<file path="src/verilog/prs_cfg.svh">
// Timing constants for the panel reset sequencer
`ifndef PRS_CFG_SVH
`define PRS_CFG_SVH

`define PRS_CLK_MHZ            50
// Times in their own units
`define PRS_GLITCH_US          5
`define PRS_PULSE_MIN_US       15
`define PRS_BLANK_MS           120
`define PRS_LOAD_MS            5
`define PRS_CMD_WAIT_MS        5
`define PRS_WAKE_WAIT_MS       120
`define PRS_TOUCH_PULSE_NS     100
`define PRS_TOUCH_LOADER_MS    11
`define PRS_TOUCH_REBOOT_MS    16
// Cycle counts derived from the clock rate
`define PRS_GLITCH_CYC         (`PRS_GLITCH_US * `PRS_CLK_MHZ)
`define PRS_PULSE_MIN_CYC      (`PRS_PULSE_MIN_US * `PRS_CLK_MHZ)
`define PRS_BLANK_CYC          (`PRS_BLANK_MS * 1000 * `PRS_CLK_MHZ)
`define PRS_LOAD_CYC           (`PRS_LOAD_MS * 1000 * `PRS_CLK_MHZ)
`define PRS_WAKE_CYC           (`PRS_WAKE_WAIT_MS * 1000 * `PRS_CLK_MHZ)
`define PRS_TOUCH_PULSE_CYC    ((`PRS_TOUCH_PULSE_NS * `PRS_CLK_MHZ + 999) / 1000)
`define PRS_TOUCH_LOADER_CYC   (`PRS_TOUCH_LOADER_MS * 1000 * `PRS_CLK_MHZ)
`define PRS_TOUCH_REBOOT_CYC   (`PRS_TOUCH_REBOOT_MS * 1000 * `PRS_CLK_MHZ)

`endif

</file>
<file path="src/verilog/prs_pkg.sv">
// Types for the panel reset sequencer
package prs_pkg;
    typedef enum logic [2:0] {
        PRS_RUN,
        PRS_RESET,
        PRS_LOAD
    } prs_disp_state_t;

    typedef enum logic [1:0] {
        PRS_T_RESET,
        PRS_T_BOOT,
        PRS_T_RUN
    } prs_touch_state_t;
endpackage

</file>
<file path="src/verilog/prs_sequencer.sv">
// Display and touch reset sequencer of the panel module
`timescale 1ns/1ps
`include "prs_cfg.svh"

// Function
// - Low glitches under 5 us ignored
// - High spikes inside reset also ignored
// - Blank during reset; blanking sequence up to 120 ms, ended by release, if awake at a reset from run
// - Hardware reset restores default configuration
// - Load OTP within 5 ms after release
// - Touch reset 100 ns; loader 11, reboot 16 ms
module prs_sequencer
    import prs_pkg::*;
#(
    parameter int GLITCH_CYC       = `PRS_GLITCH_CYC,
    parameter int PULSE_MIN_CYC    = `PRS_PULSE_MIN_CYC,
    parameter int BLANK_CYC        = `PRS_BLANK_CYC,
    parameter int LOAD_CYC         = `PRS_LOAD_CYC,
    parameter int WAKE_CYC         = `PRS_WAKE_CYC,
    parameter int TOUCH_PULSE_CYC  = `PRS_TOUCH_PULSE_CYC,
    parameter int TOUCH_LOADER_CYC = `PRS_TOUCH_LOADER_CYC,
    parameter int TOUCH_REBOOT_CYC = `PRS_TOUCH_REBOOT_CYC
) (
    // Clock and reset
    input  wire logic core_clk,
    input  wire logic srst,
    // Reset pins from the host
    input  wire logic panel_reset_n,
    input  wire logic touch_reset_n,
    // Display state
    input  wire logic awake,
    output logic      blank_reg,
    output logic      blank_seq_reg,
    output logic      config_default_reg,
    output logic      otp_load_reg,
    output logic      cmd_ready_reg,
    output logic      wake_ready_reg,
    // Touch state
    output logic      touch_loader_active_reg,
    output logic      touch_ready_reg
);

    localparam int CW = 32;

    // ========================================
    // Display reset filter
    logic          filt_level_reg;
    logic [CW-1:0] glitch_cnt_reg;
    logic [CW-1:0] low_cnt_reg;
    logic          fall_evt;
    logic          rise_evt;

    // A level change counts only after it holds for the glitch time, both ways
    always_ff @(posedge core_clk) begin
        if (srst) begin
            filt_level_reg <= 1'b1;
            glitch_cnt_reg <= '0;
        end else if (panel_reset_n == filt_level_reg) begin
            glitch_cnt_reg <= '0;
        end else if (glitch_cnt_reg >= CW'(GLITCH_CYC - 1)) begin
            filt_level_reg <= panel_reset_n;
            glitch_cnt_reg <= '0;
        end else begin
            glitch_cnt_reg <= glitch_cnt_reg + 1'b1;
        end
    end

    assign fall_evt = filt_level_reg && !panel_reset_n && glitch_cnt_reg >= CW'(GLITCH_CYC - 1);
    assign rise_evt = !filt_level_reg && panel_reset_n && glitch_cnt_reg >= CW'(GLITCH_CYC - 1);

    // ========================================
    // Display sequence
    prs_disp_state_t disp_state_reg;
    logic [CW-1:0]   disp_cnt_reg;
    logic [CW-1:0]   since_rise_reg;
    logic            was_awake_reg;

    // Pulse width counted from the raw fall: loaded with the glitch time at the filtered fall
    always_ff @(posedge core_clk) begin
        if (srst) begin
            low_cnt_reg <= '0;
        end else if (fall_evt) begin
            low_cnt_reg <= CW'(GLITCH_CYC);
        end else if (!filt_level_reg && low_cnt_reg != '1) begin
            low_cnt_reg <= low_cnt_reg + 1'b1;
        end
    end

    // Short pulses (5 to 15 us) still run the full initialisation: safest reading
    always_ff @(posedge core_clk) begin
        if (srst) begin
            disp_state_reg <= PRS_RUN;
            disp_cnt_reg   <= '0;
            was_awake_reg  <= 1'b0;
        end else begin
            case (disp_state_reg)
                PRS_RUN: begin
                    if (fall_evt) begin
                        disp_state_reg <= PRS_RESET;
                        was_awake_reg  <= awake;
                        disp_cnt_reg   <= '0;
                    end
                end
                PRS_RESET: begin
                    if (disp_cnt_reg != '1) begin
                        disp_cnt_reg <= disp_cnt_reg + 1'b1;
                    end
                    if (rise_evt) begin
                        disp_state_reg <= PRS_LOAD;
                        disp_cnt_reg   <= '0;
                    end
                end
                PRS_LOAD: begin
                    disp_cnt_reg <= disp_cnt_reg + 1'b1;
                    if (fall_evt) begin
                        disp_state_reg <= PRS_RESET;
                        was_awake_reg  <= 1'b0;
                        disp_cnt_reg   <= '0;
                    end else if (disp_cnt_reg >= CW'(LOAD_CYC - 1)) begin
                        disp_state_reg <= PRS_RUN;
                    end
                end
                default: disp_state_reg <= PRS_RUN;
            endcase
        end
    end

    // Outputs of the display side
    always_ff @(posedge core_clk) begin
        if (srst) begin
            blank_reg          <= 1'b1;
            blank_seq_reg      <= 1'b0;
            config_default_reg <= 1'b1;
            otp_load_reg       <= 1'b0;
        end else begin
            blank_reg     <= disp_state_reg != PRS_RUN || fall_evt;
            blank_seq_reg <= disp_state_reg == PRS_RESET && was_awake_reg
                             && disp_cnt_reg < CW'(BLANK_CYC);
            if (disp_state_reg == PRS_RESET) begin
                config_default_reg <= 1'b1;
            end else if (disp_state_reg == PRS_LOAD) begin
                config_default_reg <= 1'b0;
            end
            otp_load_reg <= disp_state_reg == PRS_LOAD;
        end
    end

    // Command and wake gates from the filtered release
    always_ff @(posedge core_clk) begin
        if (srst) begin
            since_rise_reg <= '0;
            cmd_ready_reg  <= 1'b0;
            wake_ready_reg <= 1'b0;
        end else if (!filt_level_reg || rise_evt) begin
            since_rise_reg <= '0;
            cmd_ready_reg  <= 1'b0;
            wake_ready_reg <= 1'b0;
        end else begin
            if (since_rise_reg != '1) begin
                since_rise_reg <= since_rise_reg + 1'b1;
            end
            cmd_ready_reg  <= disp_state_reg == PRS_RUN;
            wake_ready_reg <= since_rise_reg >= CW'(WAKE_CYC - 1);
        end
    end

    // ========================================
    // Touch reset and reboot
    prs_touch_state_t touch_state_reg;
    logic [CW-1:0]    touch_cnt_reg;

    always_ff @(posedge core_clk) begin
        if (srst) begin
            touch_state_reg         <= PRS_T_RUN;
            touch_cnt_reg           <= '0;
            touch_loader_active_reg <= 1'b0;
            touch_ready_reg         <= 1'b0;
        end else begin
            case (touch_state_reg)
                PRS_T_RUN: begin
                    touch_ready_reg <= 1'b1;
                    touch_cnt_reg   <= '0;
                    if (!touch_reset_n) begin
                        touch_state_reg <= PRS_T_RESET;
                        touch_ready_reg <= 1'b0;
                        touch_cnt_reg   <= CW'(1);
                    end
                end
                PRS_T_RESET: begin
                    touch_loader_active_reg <= 1'b0;
                    touch_ready_reg         <= 1'b0;
                    if (!touch_reset_n) begin
                        if (touch_cnt_reg != '1) begin
                            touch_cnt_reg <= touch_cnt_reg + 1'b1;
                        end
                    end else if (touch_cnt_reg >= CW'(TOUCH_PULSE_CYC)) begin
                        touch_state_reg <= PRS_T_BOOT;
                        touch_cnt_reg   <= '0;
                    end else begin
                        touch_state_reg <= PRS_T_RUN;
                    end
                end
                PRS_T_BOOT: begin
                    touch_cnt_reg <= touch_cnt_reg + 1'b1;
                    if (touch_cnt_reg == CW'(TOUCH_LOADER_CYC - 1)) begin
                        touch_loader_active_reg <= 1'b1;
                    end
                    if (!touch_reset_n) begin
                        touch_state_reg <= PRS_T_RESET;
                        touch_cnt_reg   <= CW'(1);
                    end else if (touch_cnt_reg >= CW'(TOUCH_REBOOT_CYC - 1)) begin
                        touch_state_reg         <= PRS_T_RUN;
                        touch_loader_active_reg <= 1'b0;
                    end
                end
                default: touch_state_reg <= PRS_T_RUN;
            endcase
        end
    end

endmodule // prs_sequencer

</file>
<file path="config.mk">
export PLATFORM = sky130hd
export DESIGN_NAME = prs_sequencer
export DESIGN_NICKNAME = d
export VERILOG_FILES = /design/src/verilog/prs_pkg.sv /design/src/verilog/prs_sequencer.sv
export VERILOG_INCLUDE_DIRS = /design/src /design/src/verilog
export SDC_FILE = /design/constraint.sdc
export NUM_CORES = 1
export LEC_CHECK = 0
export ABC_AREA = 1
export BUFFER_PORTS_ARGS = -buffer_cell sky130_fd_sc_hd__buf_4
export CORE_UTILIZATION = 64
export DETAILED_ROUTE_END_ITERATION = 10
export PLACE_DENSITY = 0.81
export SYNTH_ARGS = -nofsm -noshare
export SYNTH_HDL_FRONTEND = slang
export SYNTH_SLANG_ARGS = --single-unit
</file>
<file path="constraint.sdc">
create_clock -name core_clk -period 2.1 [get_ports core_clk]
set_clock_uncertainty 0.05 [all_clocks]
set_input_delay 0.315 -clock core_clk [delete_from_list [all_inputs] [get_ports core_clk]]
set_output_delay 0.315 -clock core_clk [all_outputs]
set_load 0.02 [all_outputs]
</file>
==> qor.csv <==
stage,metric,value,unit
grt,maximum number of pins on one net before global-route repair,36,
clocking,CTS tree,done,
cells_and_area,Nets,1427,
sta,minimum clock period,2.114,ns
power_and_ir_drop,peak supply drop,0.8134,mV
clocking,worst-skew pair later-pin latency,0.44,ns
cells_and_area,"most common cell after layout, fill and taps aside",nand2_1,
clocking,# H-tree levels,4,
worst_setup_path,"CP delay by family, top",simple AND/OR/NAND/NOR gates,
power_and_ir_drop,Power Dens Cells,683.3,mW/mm2
worst_setup_path,CP most frequent cell,nor2_4,
grt,vias in the first global route,7993,
drt,Final ANT Viol Nets,0,
logic_synthesis,"flops & latches, synth",142,
worst_setup_path,"Arr. time, crit path",2.45,ns
worst_setup_path,Critical Path Source,disp_cnt_reg[1],
logic_synthesis,area fraction of the dominant cell type after synthesis,33.51,%
drt,DRC,0,
sta,fmax,472.9,MHz
hold_path,Worst Hold Class,primary input to flip-flop,
cells_and_area,"commonest non-fill, non-tap cells in the layout","320 x nand2_1, 197 x nor2_1, 157 x inv_1",
drt,drt first pass iters,6,
logic_synthesis,Yosys top cell by area,dfxtp_1,
sta,"Hold Vio Cnt, Final",0,
sta,Worst Hold Slack,0.1123,ns
floorplan,Starting Density,66.42,%
logic_synthesis,sequential share of the synthesized area,33.51,%
logic_synthesis,Post-synth top flop,dfxtp_1,
worst_setup_path,worst r2r dst,disp_cnt_reg[22],
power_and_ir_drop,P_leak,3.955,nW
logic_synthesis,"EDFF count, synth",0,
worst_setup_path,reg-to-reg startpoint,disp_cnt_reg[1],
drt,metal2 WL,11100,um
grt,GRT Util Overall,35.70,%
worst_setup_path,Worst setup EP type,flip-flop,
clocking,clk slew on worst S/H paths,0.07,ns
worst_setup_path,WP data required,2.43,ns
sta,final cycle utilization of the critical path,100.7,%
logic_synthesis,Post-Syn Instances,1327,
worst_setup_path,worst path bufs/invs,1,
run_status,status,"complete, but fails checks",
sta,final setup vio count,7,
place,Detailed Place HPWL,16700,um
worst_setup_path,R2R setup slack,-0.01,ns
place,Final GP Congestion,0.9944,
sta,worst setup margin,-0.01446,ns
logic_synthesis,"top cells by area, synth","dfxtp_1 34%, nand2_1 14%, nor2_1 9.0%",
cells_and_area,final core occ,78.16,%
place,DP Cell Count,1542,
worst_setup_path,type of origin of the critical path,flip-flop,
drt,WL/cell,15.57,um
worst_setup_path,CP max stage cell,dfxtp_2,
clocking,CTS max path bufs,2,
drt,WL met3,2310,um
run_status,failing checks,negative setup slack,
worst_setup_path,Crit Path Category,flip-flop to flip-flop,
grt,grt total ovfl,0,
worst_setup_path,cells on worst reg2reg path,14,
clocking,hold_buf cts,0,
worst_setup_path,critical path cell sequence,ha_4 -> nand2_2 -> nor2_4 -> nand3b_4 -> nor2_4 -> nand2_2 -> nor2_4 -> nand2_2 -> nor2_4 -> nor2_4 -> buf_12 -> nand2_4 -> nand2_1 -> nor2_2,
floorplan,Die Height,117.1,um
worst_setup_path,CP Max Fanout,9,
floorplan,Placement Rows,41,
cells_and_area,Layout area overhead,17.67,%
logic_synthesis,syn_area_per_cell,6.394,um2
floorplan,IO Pins,13,
clocking,clock buffer count from CTS,17,
worst_setup_path,CP max stage delay,0.37,ns
grt,first-pass GRT wire length,38190,um
run,number of max-cap violations,0,
sta,Slew headroom,66.65,%
logic_synthesis,Ys Warns,0,
sta,Slew @ Worst Pin,0.4964,ns
cells_and_area,share of cells above drive strength 1,12.88,%
sta,RSZ-0062 raised after global routing,true,
logic_synthesis,"Distinct cells, synth",43,
drt,Max Used Layer,met4,
drt,met1 WL,10490,um
clocking,Root Buffer,clkbuf_16,
clocking,CTS sink count,142,
worst_setup_path,Setup crit end,disp_cnt_reg[22],
worst_setup_path,CP Depth,14,
logic_synthesis,asr flop ratio synth,0,%
sta,Final Max Slew Viols,0,
drt,routed wire length,24800,um
floorplan,DIE WIDTH,117.1,um
floorplan,Core Area,0.01277,mm2
sta,setup TNS,-0.03409,ns
drt,vias,9190,
drt,routed vias/inst,5.769,
logic_synthesis,mapped cell area,0.008484,mm2
place,PortBufs,12,
place,dpl ws,-0.09841,ns
cells_and_area,Layout Cells excl Fill,1593,
grt,initial antenna violation count,0,
floorplan,Die Area,0.01372,mm2
cells_and_area,antenna fix cells,0,
drt,1st-iter DRT viols,1236,
==> per-stage QoR <==
step,power [mW],instance area (um2)
floorplan,3.411,8571
global placement,3.559,9019
CTS,6.612,9651
detailed placement,3.575,9019
global route,7.024,9983
finish,6.821,9983
==> routing by layer <==
layer | up-vias | global-route usage (%)
met5 | - | 0
met4 | 0 | 14.01
met3 | 100 | 9.011
met2 | 483 | 55.73
met1 | 4166 | 47.30
li1 | 4441 | -
==> how the worst min path moves through the flow <==
stage                      startpoint  cells after the start                 endpoint
floorplan           glitch_cnt_reg[0]                      1        glitch_cnt_reg[0]
global placement    glitch_cnt_reg[0]                      1        glitch_cnt_reg[0]
detailed placement  glitch_cnt_reg[0]                      1        glitch_cnt_reg[0]
CTS                              srst                      2         touch_cnt_reg[9]
global route                     srst                      2  touch_loader_active_reg
finish                          awake                      3            was_awake_reg
==> logic make-up after synthesis <==
family                     synth area share [%]
AOI/OAI and AO/OA                         8.273
and+or+nand+nor                           42.78
buffers and inverters                     9.925
xor gates and xnor gates                  3.406
other                                   0.04420
adders and majority gates                 2.065
DFF                                       33.51
==> Yosys cell counts, types with 2 or more instances <==
library cell and number:
a21oi_1 39, a31oi_1 18, and2_1 2, buf_2 7, buf_4 5, buf_6 6
clkbuf_1 20, dfxtp_1 142, ha_1 14, inv_1 158, inv_2 8, nand2_1 321
nand2_2 7, nand2_4 3, nand3_1 107, nand3_2 3, nand3b_1 6, nand4_1 58
nor2_1 204, nor2_2 13, nor2_4 6, nor3_1 47, nor3_2 4, nor3b_1 4
nor4_1 12, o211ai_1 2, o21a_1 4, o21ai_0 40, o21ai_1 20, or2_2 3
xnor2_1 10, xor2_1 23
==> where the power goes <==
group | leakage [nW] | internal [mW] | total [mW] | switching [mW]
clock network | 0.297 | 1.61 | 3.07 | 1.46
registers | 1.16 | 2.78 | 2.86 | 0.0795
logic | 2.50 | 0.310 | 0.889 | 0.579
==> worst register-to-register path, stage by stage (launching register included) <==
cell,delay [ns]
dfxtp_2,0.37
ha_4,0.14
nand2_2,0.08
nor2_4,0.15
nand3b_4,0.10
nor2_4,0.14
nand2_2,0.10
nor2_4,0.16
nand2_2,0.09
nor2_4,0.16
nor2_4,0.06
buf_12,0.15
nand2_4,0.15
nand2_1,0.09
nor2_2,0.07
==> cell type report <==
| class | count | area [um2] |
|---|---|---|
| inverter | 167 | 633.1 |
| sequential | 142 | 2848 |
| multi-input combinational | 1007 | 5064 |
| tap | 172 | 215.2 |
| fill | 965 | 2790 |
| clock buffer | 17 | 425.4 |
| clock inverter | 15 | 186.4 |
| timing repair buffer | 73 | 611.8 |
==> repair_timing <==
item | in CTS | in global routing
pin swaps | 1 | 11
endpoints found under the setup margin | 22 | 73
gates cloned | 1 | 3
gates resized for setup | 2 | 45
buffers inserted | 0 | 15
endpoints found under the hold margin | 0 | 0
Power figures use the tool's default switching activity.
